$ cat config.mk
export PLATFORM = sky130hd
export DESIGN_NAME = pscr_regs
export DESIGN_NICKNAME = d
export VERILOG_FILES = /design/src/hdl/pscr_pkg.sv /design/src/hdl/pscr_sync.sv /design/src/hdl/pscr_latch.sv /design/src/hdl/pscr_regs.sv
export SDC_FILE = /design/constraint.sdc
export NUM_CORES = 1
export LEC_CHECK = 0
export BUFFER_PORTS_ARGS = -buffer_cell sky130_fd_sc_hd__buf_2
export CAP_MARGIN = 20
export CORE_ASPECT_RATIO = 0.7
export CORE_UTILIZATION = 35
export DETAILED_ROUTE_END_ITERATION = 6
export PLACE_DENSITY = 0.74
export REMOVE_ABC_BUFFERS = 1
export SYNTH_ARGS = -nofsm -noshare
export SYNTH_HDL_FRONTEND = slang
export SYNTH_SLANG_ARGS = --single-unit
$ cat constraint.sdc
create_clock -name pclk -period 1.2 [get_ports pclk]
set_clock_uncertainty 0.2 [all_clocks]
set_input_delay 0.06 -clock pclk [delete_from_list [all_inputs] [get_ports pclk]]
set_output_delay 0.06 -clock pclk [all_outputs]
set_load 0.02 [all_outputs]
$ cat src/hdl/pscr_pkg.sv
// register map, field positions and reset values of the sublayer status/control bank
// assumes a 32-bit apb bus with word-aligned registers
package pscr_pkg;
  // printed offsets are not word multiples: they are register indices, byte address = 4*index
  localparam logic [15:0] PSCR_IDX_MA_STATUS = 16'h18f7;
  localparam logic [15:0] PSCR_IDX_TEST_CTRL = 16'h18f8;
  localparam logic [15:0] PSCR_IDX_CS_CTRL = 16'h3000;
  localparam logic [15:0] PSCR_IDX_CS_CTRL_ALT = 16'h38e6;
  localparam logic [15:0] PSCR_IDX_CS_STATUS = 16'h38e7;
  localparam int PSCR_IDX_W = 16;
  localparam int PSCR_ADDR_LSB = 2;
  localparam int PSCR_ADDR_W = PSCR_IDX_W + PSCR_ADDR_LSB;

  localparam logic [15:0] PSCR_MA_STATUS_RST = 16'h3000;
  localparam logic [15:0] PSCR_CTRL_RST = 16'h0000;

  // medium attachment status fields
  localparam int PSCR_MA_LOOP_ABIL = 13;
  localparam int PSCR_MA_TXLVL_ABIL = 12;
  localparam int PSCR_MA_LOWPWR_ABIL = 11;
  localparam int PSCR_MA_EEE_ABIL = 10;
  localparam int PSCR_MA_RXFLT_ABIL = 9;
  localparam int PSCR_MA_RX_POL = 2;
  localparam int PSCR_MA_RX_FAULT = 1;
  localparam int PSCR_MA_LINK = 0;

  // test field
  localparam int PSCR_TEST_LSB = 13;
  localparam int PSCR_TEST_W = 3;
  localparam logic [2:0] PSCR_TEST_MAX = 3'h3;

  // coding sublayer control / status fields
  localparam int PSCR_CS_SOFT_RESET = 15;
  localparam int PSCR_CS_LOOP = 14;
  localparam int PSCR_CS_TX_LPI_SEEN = 11;
  localparam int PSCR_CS_RX_LPI_SEEN = 10;
  localparam int PSCR_CS_TX_LPI_NOW = 9;
  localparam int PSCR_CS_RX_LPI_NOW = 8;
  localparam int PSCR_CS_FAULT = 7;
  localparam int PSCR_CS_LINK = 2;

  typedef enum logic [2:0] {
    PSCR_TM_NORMAL,
    PSCR_TM_ONE,
    PSCR_TM_TWO,
    PSCR_TM_THREE
  } pscr_test_mode_t;
endpackage

$ cat src/hdl/pscr_sync.sv
// two-flop synchroniser bank for status levels arriving from other logic/pins
// assumes a single clock; clock enable freezes both stages
`timescale 1ns/10ps
module pscr_sync #(
  parameter int WIDTH = 8
) (
  input wire logic pclk,
  input wire logic presetn,
  input wire logic clk_en,
  input wire logic [WIDTH-1:0] async_in,
  output logic [WIDTH-1:0] sync_out
);
  logic [WIDTH-1:0] meta_q;
  logic [WIDTH-1:0] meta_d;
  logic [WIDTH-1:0] sync_q;
  logic [WIDTH-1:0] sync_d;

  initial begin
    if (WIDTH < 1) $error("pscr_sync: WIDTH must be positive");
  end

  always_comb begin
    meta_d = clk_en ? async_in : meta_q;
    sync_d = clk_en ? meta_q : sync_q;
  end

  always_ff @(posedge pclk or negedge presetn) begin
    if (!presetn) begin
      meta_q <= '0;
      sync_q <= '0;
    end else begin
      meta_q <= meta_d;
      sync_q <= sync_d;
    end
  end

  assign sync_out = sync_q;
endmodule

$ cat src/hdl/pscr_latch.sv
// sticky event flag bank: hardware set wins over a software write-zero clear
// assumes set and clear are single-clock, already synchronised
`timescale 1ns/10ps
module pscr_latch #(
  parameter int WIDTH = 4
) (
  input wire logic pclk,
  input wire logic presetn,
  input wire logic clk_en,
  input wire logic [WIDTH-1:0] set_in,
  input wire logic [WIDTH-1:0] clr_in,
  input wire logic [WIDTH-1:0] flush_in,
  output logic [WIDTH-1:0] flag_out
);
  logic [WIDTH-1:0] flag_q;
  logic [WIDTH-1:0] flag_d;

  initial begin
    if (WIDTH < 1) $error("pscr_latch: WIDTH must be positive");
  end

  always_comb begin
    flag_d = flag_q;
    if (clk_en) begin
      // a set in the clearing cycle is kept so no event is lost
      flag_d = set_in | (flag_q & ~clr_in & ~flush_in);
    end
  end

  always_ff @(posedge pclk or negedge presetn) begin
    if (!presetn) begin
      flag_q <= '0;
    end else begin
      flag_q <= flag_d;
    end
  end

  assign flag_out = flag_q;
endmodule

$ cat src/hdl/pscr_regs.sv
// apb register bank: medium-attachment and coding-sublayer status and control
// assumes status levels come from the line logic unsynchronised; single clock pclk
//
// Overview of operation
// - medium status bit 13 reads constant one: loopback supported
// - medium status bit 12 reads constant one: 2.4 Vpp level supported
// - medium status bit 11 reads constant zero: no low-power capability
// - medium status bit 10 reads constant zero: no energy-efficient mode
// - medium status bit 9 reads constant zero: no receive fault detection
// - medium status bit 2 shows inverted receive polarity, read-only
// - medium status bit 1 latches receive fault; write zero clears it
// - medium status bit 0 shows receive link, write-zero-to-set access
// - test field bits 15:13 select normal or test modes 1-3; 1xx reserved
// - coding control bit 15 resets coding sublayer then clears itself
// - coding control bit 14 enables coding-sublayer loopback
// - coding status bit 11 latches transmit low-power idle; write zero clears
// - coding status bit 10 latches receive low-power idle; write zero clears
// - coding status bit 9 shows transmit currently in low-power idle
// - coding status bit 8 shows receive currently in low-power idle
// - coding status bit 7 latches fault; write zero clears
// - coding status bit 2 shows coding-sublayer receive link
//
// Implementation choice: the APB register port.
`timescale 1ns/10ps
module pscr_regs
  import pscr_pkg::*;
#(
  parameter int SOFT_RESET_CYCLES = 4
) (
  input wire logic pclk,
  input wire logic presetn,
  input wire logic clk_en,
  input wire logic psel,
  input wire logic penable,
  input wire logic pwrite,
  input wire logic [PSCR_ADDR_W-1:0] paddr,
  input wire logic [31:0] pwdata,
  input wire logic [3:0] pstrb,
  output logic [31:0] prdata,
  output logic pready,
  output logic pslverr,
  input wire logic rx_polarity_inverted,
  input wire logic rx_fault_event,
  input wire logic ma_link_up,
  input wire logic tx_lpi_active,
  input wire logic rx_lpi_active,
  input wire logic cs_fault_event,
  input wire logic cs_link_up,
  output logic [PSCR_TEST_W-1:0] test_mode,
  output logic coding_sublayer_soft_reset,
  output logic coding_sublayer_loop_enable
);
  localparam int NSYNC = 7;
  localparam int NFLAG = 4;
  localparam int CNT_W = $clog2(SOFT_RESET_CYCLES + 1);
  localparam logic [CNT_W-1:0] CNT_LOAD = CNT_W'(SOFT_RESET_CYCLES);
  localparam logic [CNT_W-1:0] CNT_ONE = CNT_W'(1);

  initial begin
    if (SOFT_RESET_CYCLES < 1) $error("pscr_regs: SOFT_RESET_CYCLES must be at least 1");
  end

  // synchronised status levels
  logic [NSYNC-1:0] raw_in;
  logic [NSYNC-1:0] syn;
  logic s_pol, s_rxflt, s_malink, s_txlpi, s_rxlpi, s_csflt, s_cslink;

  assign raw_in = {cs_link_up, cs_fault_event, rx_lpi_active, tx_lpi_active,
                   ma_link_up, rx_fault_event, rx_polarity_inverted};
  assign {s_cslink, s_csflt, s_rxlpi, s_txlpi, s_malink, s_rxflt, s_pol} = syn;

  pscr_sync #(.WIDTH(NSYNC)) u_sync (
    .pclk(pclk),
    .presetn(presetn),
    .clk_en(clk_en),
    .async_in(raw_in),
    .sync_out(syn)
  );

  // apb decode: registers answer with zero wait states
  logic acc, wr, rd;
  logic [PSCR_IDX_W-1:0] idx;
  logic hit_ma, hit_test, hit_cs, hit_cs_alt, hit_cs_st, hit_any;
  logic lo_wr; // byte lanes 0 and 1 carry the 16-bit register

  assign acc = psel & penable & clk_en;
  assign wr = acc & pwrite;
  assign rd = acc & ~pwrite;
  assign idx = paddr[PSCR_ADDR_W-1:PSCR_ADDR_LSB];
  assign lo_wr = pstrb[0] & pstrb[1];

  always_comb begin
    hit_ma = 1'b0;
    hit_test = 1'b0;
    hit_cs = 1'b0;
    hit_cs_alt = 1'b0;
    hit_cs_st = 1'b0;
    if (idx == PSCR_IDX_MA_STATUS) begin
      hit_ma = 1'b1;
    end else if (idx == PSCR_IDX_TEST_CTRL) begin
      hit_test = 1'b1;
    end else if (idx == PSCR_IDX_CS_CTRL) begin
      hit_cs = 1'b1;
    end else if (idx == PSCR_IDX_CS_CTRL_ALT) begin
      hit_cs_alt = 1'b1;
    end else if (idx == PSCR_IDX_CS_STATUS) begin
      hit_cs_st = 1'b1;
    end
  end
  assign hit_any = hit_ma | hit_test | hit_cs | hit_cs_alt | hit_cs_st;

  // control state
  logic [PSCR_TEST_W-1:0] test_q, test_d;
  logic loop_q, loop_d;
  logic srst_q, srst_d;
  logic [CNT_W-1:0] cnt_q, cnt_d;
  logic link_wr_q, link_wr_d;
  logic [31:0] prdata_q, prdata_d;
  logic pready_q, pready_d;
  logic pslverr_q, pslverr_d;

  // latched flags: 0 rx fault, 1 tx lpi seen, 2 rx lpi seen, 3 cs fault
  logic [NFLAG-1:0] flag_set, flag_clr, flag_flush, flags;
  logic ma_wr0, cs_wr0;

  assign ma_wr0 = wr & hit_ma & lo_wr;
  assign cs_wr0 = wr & hit_cs_st & lo_wr;
  assign flag_set = {s_csflt, s_rxlpi, s_txlpi, s_rxflt};
  assign flag_clr = {cs_wr0 & ~pwdata[PSCR_CS_FAULT],
                     cs_wr0 & ~pwdata[PSCR_CS_RX_LPI_SEEN],
                     cs_wr0 & ~pwdata[PSCR_CS_TX_LPI_SEEN],
                     ma_wr0 & ~pwdata[PSCR_MA_RX_FAULT]};
  // a sublayer reset also flushes the coding-sublayer latches
  assign flag_flush = {srst_q, srst_q, srst_q, 1'b0};

  pscr_latch #(.WIDTH(NFLAG)) u_latch (
    .pclk(pclk),
    .presetn(presetn),
    .clk_en(clk_en),
    .set_in(flag_set),
    .clr_in(flag_clr),
    .flush_in(flag_flush),
    .flag_out(flags)
  );

  // read views; reserved positions stay zero
  logic [15:0] ma_view, test_view, cs_view, cs_st_view;

  always_comb begin
    ma_view = '0;
    ma_view[PSCR_MA_LOOP_ABIL] = 1'b1;
    ma_view[PSCR_MA_TXLVL_ABIL] = 1'b1;
    ma_view[PSCR_MA_LOWPWR_ABIL] = 1'b0;
    ma_view[PSCR_MA_EEE_ABIL] = 1'b0;
    ma_view[PSCR_MA_RXFLT_ABIL] = 1'b0;
    ma_view[PSCR_MA_RX_POL] = s_pol;
    ma_view[PSCR_MA_RX_FAULT] = flags[0];
    // a write of zero forces the link bit up until the link logic next drops
    ma_view[PSCR_MA_LINK] = s_malink | link_wr_q;
    test_view = '0;
    test_view[PSCR_TEST_LSB +: PSCR_TEST_W] = test_q;
    cs_view = '0;
    cs_view[PSCR_CS_SOFT_RESET] = srst_q;
    cs_view[PSCR_CS_LOOP] = loop_q;
    cs_st_view = '0;
    cs_st_view[PSCR_CS_TX_LPI_SEEN] = flags[1];
    cs_st_view[PSCR_CS_RX_LPI_SEEN] = flags[2];
    cs_st_view[PSCR_CS_TX_LPI_NOW] = s_txlpi;
    cs_st_view[PSCR_CS_RX_LPI_NOW] = s_rxlpi;
    cs_st_view[PSCR_CS_FAULT] = flags[3];
    cs_st_view[PSCR_CS_LINK] = s_cslink;
  end

  always_comb begin
    test_d = test_q;
    loop_d = loop_q;
    srst_d = srst_q;
    cnt_d = cnt_q;
    link_wr_d = link_wr_q;
    prdata_d = prdata_q;
    // a low clock enable freezes the answer flops along with the rest of the state
    pready_d = pready_q;
    pslverr_d = pslverr_q;
    if (clk_en) begin
      pready_d = 1'b0;
      pslverr_d = 1'b0;
      // self-clearing sublayer reset pulse of fixed length
      if (srst_q) begin
        if (cnt_q == CNT_ONE) begin
          srst_d = 1'b0;
        end
        cnt_d = cnt_q - CNT_ONE;
      end
      if (!s_malink) begin
        link_wr_d = 1'b0;
      end
      if (psel && !penable) begin
        pready_d = 1'b1;
        pslverr_d = ~hit_any;
        prdata_d = '0;
        if (!pwrite) begin
          if (hit_ma) begin
            prdata_d = {16'h0000, ma_view};
          end else if (hit_test) begin
            prdata_d = {16'h0000, test_view};
          end else if (hit_cs || hit_cs_alt) begin
            prdata_d = {16'h0000, cs_view};
          end else if (hit_cs_st) begin
            prdata_d = {16'h0000, cs_st_view};
          end
        end
      end
      if (wr && lo_wr) begin
        if (hit_ma && !pwdata[PSCR_MA_LINK]) begin
          link_wr_d = 1'b1;
        end else if (hit_test) begin
          // reserved codes are refused so the selector always names a real mode
          if (pwdata[PSCR_TEST_LSB +: PSCR_TEST_W] <= PSCR_TEST_MAX) begin
            test_d = pwdata[PSCR_TEST_LSB +: PSCR_TEST_W];
          end
        end else if (hit_cs || hit_cs_alt) begin
          loop_d = pwdata[PSCR_CS_LOOP];
          if (pwdata[PSCR_CS_SOFT_RESET]) begin
            srst_d = 1'b1;
            cnt_d = CNT_LOAD;
          end
        end
      end
    end
  end

  always_ff @(posedge pclk or negedge presetn) begin
    if (!presetn) begin
      test_q <= PSCR_CTRL_RST[PSCR_TEST_LSB +: PSCR_TEST_W];
      loop_q <= PSCR_CTRL_RST[PSCR_CS_LOOP];
      srst_q <= PSCR_CTRL_RST[PSCR_CS_SOFT_RESET];
      cnt_q <= '0;
      link_wr_q <= PSCR_MA_STATUS_RST[PSCR_MA_LINK];
      prdata_q <= '0;
      pready_q <= 1'b0;
      pslverr_q <= 1'b0;
    end else begin
      test_q <= test_d;
      loop_q <= loop_d;
      srst_q <= srst_d;
      cnt_q <= cnt_d;
      link_wr_q <= link_wr_d;
      prdata_q <= prdata_d;
      pready_q <= pready_d;
      pslverr_q <= pslverr_d;
    end
  end

  assign prdata = prdata_q;
  assign pready = pready_q;
  assign pslverr = pslverr_q;
  assign test_mode = test_q;
  assign coding_sublayer_soft_reset = srst_q;
  assign coding_sublayer_loop_enable = loop_q;
endmodule

Word-level counts from Yosys, hierarchy flattened
Index checks and enable logic that the tools add are counted.
- register bits: 61
- input bits: 67
- output and inout port bits: 39
- logic and storage cells: 95
- $add $sub $neg: 1
- magnitude comparators: 1
- eq/ne operators: 6
- multiplexer cells: 38
- bitwise logic cells: 29
- reductions and logical operators: 9
- operators with widths (cell ; count):
    16-bit two-way mux ; 4
    16-bit by 14-bit equality test with 1-bit output, second input constant ; 3
    16-bit by 13-bit equality test with 1-bit output, second input constant ; 2
    1-bit two-way mux ; 27
    3-bit two-way mux ; 6
    1-bit AND ; 12
    12-bit two-way mux ; 1
    5-bit AND reduction ; 2
    4-bit AND ; 2
    4-bit NOT ; 2
    1-bit NOT ; 7
    1-bit OR ; 5
    4-bit OR ; 1
    3-bit by 1-bit equality test with 1-bit output, second input constant ; 1
    3-bit by 2-bit less-or-equal comparator with 1-bit output, second input constant ; 1
    1-bit logical AND ; 3
    3-bit by 1-bit subtractor with 3-bit output, second input constant ; 1
    1-bit logical NOT ; 2
    2-bit AND reduction ; 1
    1-bit logical OR ; 1

Logic depth before layout (Yosys ltp)
- word-level depth: 13
- depth in mapped cells: 8

Hierarchy
Synthesis repeated with hierarchy kept, for this count alone.
- cells, all modules: 175
- area, all modules: 2063.2 µm²
- modules (own cells, without submodules) (module ; instances ; cells each ; area each (µm²)):
    pscr_regs ; 1 ; 134 ; 1388.8
    pscr_sync ; 1 ; 29 ; 519.2
    pscr_latch ; 1 ; 12 ; 155.1

Least setup slack after synthesis
No wires, ideal clock.
- path type: in2reg
- start: input port paddr[11]
- end: register loop_q, in the netlist coding_sublayer_loop_enable
- setup time: 0.128 ns
- arrival time: 1.995 ns
- required time: 0.872 ns
- slack: -1.122 ns
- stages on the path: 5
- cells stage by stage: or4b_4 -> or4_4 -> o32ai_4 -> nor3b_2 -> mux2_1
- word-level cells in the longest chain between the ends: 7
- elaborated cells on any way between the ends: 19
- classes of those cells: eq/ne: 4; mux: 10; bitwise: 2; reduce/logical: 3
- ends and longest elaborated chain (element ; line ; source):
    from (decl) ; pscr_regs.sv:36 ; input wire logic [PSCR_ADDR_W-1:0] paddr,
    16-bit by 14-bit equality test with 1-bit output ; pscr_regs.sv:104 ; end else if (idx == PSCR_IDX_CS_CTRL_ALT) begin
    1-bit two-way mux ; pscr_regs.sv:104 ;
    1-bit two-way mux ; pscr_regs.sv:102 ; end else if (idx == PSCR_IDX_CS_CTRL) begin
    1-bit two-way mux ; pscr_regs.sv:100 ; end else if (idx == PSCR_IDX_TEST_CTRL) begin
    1-bit two-way mux ; pscr_regs.sv:98 ; if (idx == PSCR_IDX_MA_STATUS) begin
    1-bit logical OR ; pscr_regs.sv:221 ; end else if (hit_cs || hit_cs_alt) begin
    5-bit AND reduction (no line) (*) ; -- ;
    to (signal assigned) ; pscr_regs.sv:235 ; loop_q <= PSCR_CTRL_RST[PSCR_CS_LOOP];
    to (signal assigned) ; pscr_regs.sv:244 ; loop_q <= loop_d;
    to (decl) ; pscr_regs.sv:114 ; logic loop_q, loop_d;
Every way passes the cells marked *; elsewhere a longest branch is shown, timed or not.
A chain may end at the register's enable or synchronous reset.

Final worst setup path
- start: input port paddr[12]
- end: register loop_q, in the netlist coding_sublayer_loop_enable
Same word-level chain as after synthesis.

==> impl_metrics.toml <==
[status]
outcome = "complete, but fails checks"
violations = "negative hold slack, negative setup slack"

[synth]
synth_edf_count = 0
synth-seq-area-share_pct = 50.06
postSynthAreaPerCell_um2 = 11.02
synth_area_leaders = "dfrtp_1 (50%), mux2_2 (8.2%), buf_4 (7.3%)"
synthArstFlopShare_pct = 100.0
synth_area_um2 = 2049
synth_area_leader_cell = "dfrtp_1"
synth_cell_types = 43
syn_inst = 186
ys_warn_count = 0
ys_seq_elements = 41
synth-main-ff-cell = "dfrtp_1"
synth_top_area_share_pct = 50.06

[detailed_routing]
drc = 0
drt-wirelength-per-cell_um = 14.22
drt_iter0_drc = 124
drt-total-wl_um = 5291
ant_nets = 0
num_vias = 1814
viasPerCell = 4.876
drt_first_pass_iters = 5

[global_route]
grt_max_degree = 42
grt_pass1_vias = 1646
groute.usage.overall_pct = 17.32
overflow = 0
grt_pass1_wl_um = 8135
antenna_found_initial = 0

[die]
ios = 106
die-area_um2 = 6171
core-area_um2 = 5450
die_y_um = 66.03
die_x_um = 93.46
rows = 22
start_util_pct = 37.60

[final_layout]
final_cell_mix = "buf_2 (55), dfrtp_1 (40), buf_4 (37)"
fin_nets = 369
design_area_um2 = 3049
drive_gt1_share_pct = 49.33
fillers = 483
layout_commonest_cell = "buf_2"
fin_util_pct = 55.95
final_cells = 372
antenna_cells = 0
synthToLayoutAreaGrowth_pct = 48.78

[clocking]
ctsHoldBuffers = 14
cts_made_buffers = 5
cts.sinks = 41
clk_path_buf_depth = 2
htreeDepth = 2
clockRootBuffer = "clkbuf_8"
insertion_delay_ns = 0.29
clk_pin_slew_ns = 0.08
cts_tree = "done"

[timing]
period_share_pct = 172.7
drv_slew = 0
hold_viol = 5
setup-tns-final_ns = -17.04
setup_slack_ns = -0.8722
whs_ns = -0.02348
rsz0062_at_grt = "yes"
setup_viol = 27
max_freq_mhz = 482.6
fin_crit_ns = 2.072

[power_and_ir_drop]
power_frac_seq_pct = 53.5
cellLeakagePower_nw = 1.500
powerDensity_nw_per_um2 = 905.2
p_switching_uw = 718.4
ir_worst_vdd_mv = 0.5613
combinationalPowerShare_pct = 15.1
p_int_mw = 2.042
p_clk_share_pct = 31.4
switching_share_pct = 26.03

[placed_design]
gp_congestion = 0.8619
placed_cells = 345
numPortBuffers = 57
place_hpwl_um = 3879
placed_area_um2 = 2618

[critical_path]
worst_path_max_delay_cell = "or4_4"
critical_path_class = "in -> reg"
critPathLaunchType = "input pin"
critPathRequiredTime_ns = 1.17
critical_path.cell_chain = "buf_6 > or4b_4 > or4_4 > o32ai_4 > nor3b_4 > mux2_4"
crit_path_end_kind = "flop"
slowest_delay_ns = 0.55
cp.arrival_ns = 2.04
critPathMaxFanout = 2

[worst_hold_path]
holdCritPathClass = "in -> reg"

[job]
maxCapViolations = 0
power by group through the flow:
stage | Clock, mW | Combinational, mW | Sequential [mW]
2_1_floorplan | 0 | 0.154 | 1.50
3_3_place_gp | 0 | 0.350 | 1.50
3_5_place_dp | 0 | 0.358 | 1.51
4_1_cts | 0.871 | 0.406 | 1.48
5_1_grt | 0.953 | 0.451 | 1.49
6_report | 0.866 | 0.417 | 1.48
metal layers:
layer / routed length, um / GRT usage [%]
met1: 2498 / 24.59
met2: 2449 / 27.02
met3: 291 / 4.138
met4: 51 / 3.269
met5: 0 / 0
layout make-up:
type	instances	area, um^2	area share [%]
clock buffers	6	72.57	2.380
clock inverters	1	8.758	0.2872
inverters	4	15.01	0.4924
multi-input cells	133	1032	33.85
flip-flops and latches	41	1027	33.69
well taps	72	90.09	2.954
repair buffers	115	803.3	26.34
synthesized netlist by cell type, types with 2 or more instances:
cell      number
a22o_1         9
a32o_1         2
and2_1         2
buf_4         20
clkbuf_1       7
dfrtp_1       41
ha_1           2
inv_1          4
mux2_2        15
nand2_1       19
nand3b_1       3
nand4b_1       2
nor2_1         8
nor3_1         3
nor4_1         6
o21ai_0        8
o31ai_1        5
or2_2          3
or3_1          2
or4_1          2
through the flow:
step	power (mW)	worst slack, ns	hold WS (ns)
floorplan	1.656	-1.122	-0.4356
global placement	1.854	-1.164	-0.1534
detailed placement	1.864	-1.235	-0.1523
CTS	2.755	-0.8746	-0.02656
global route	2.890	-0.9254	-0.007473
finish	2.760	-0.8722	-0.02348
final timing paths:
check / end / depth (start not counted) / slack, ns / from
worst max-delay path: coding_sublayer_loop_enable / 6 / -0.87 / paddr[12]
worst min-delay path: u_latch.flag_out[3] / 4 / -0.02 / pwdata[7]
worst max register to register: cnt_q[1] / 5 / -0.08 / cnt_q[0]
worst min register to register: prdata[0] / 2 / 0.28 / prdata[0]
max in group asynchronous: coding_sublayer_soft_reset / 3 / 0.53 / presetn
min in group asynchronous: prdata[8] / 3 / 0.06 / presetn
kinds of logic (layout without fill, tap and decap cells):
group / Yosys count / in the layout / synth area share (%)
and+or+nand+nor: 61 / 61 / 16.91
buffers and inverters: 31 / 126 / 9.340
muxes: 16 / 16 / 8.791
adders and majority gates: 2 / 2 / 1.221
other: 1 / 20 / 0.1830
DFF: 41 / 41 / 50.06
AOI/OAI and AO/OA: 32 / 32 / 12.64
xor gates and xnor gates: 2 / 2 / 0.8549
sequential cells by signal (all words and copies together), names as in the netlist:
signal                       count
pready                           1
cnt_q                            3
link_wr_q                        1
test_mode                        3
coding_sublayer_loop_enable      1
coding_sublayer_soft_reset       1
u_latch.flag_out                 4
prdata                          12
u_sync.sync_out                  7
u_sync.meta_q                    7
pslverr                          1
what timing repair did:
item / 4_1_cts / 5_1_grt
resized for setup: 26 / 17
pin swaps: 10 / 15
setup buffers: 6 / 3
endpoints found under the hold margin: 61 / 1
endpoints found under the setup margin: 27 / 27
critical path, delay by kind of cell:
family / cells / cell delay, ns
and+or+nand+nor: 3 / 1.34
muxes: 1 / 0.32
AOI/OAI and AO/OA: 1 / 0.24
buffers and inverters: 1 / 0.09
Power figures use the tool's default switching activity.
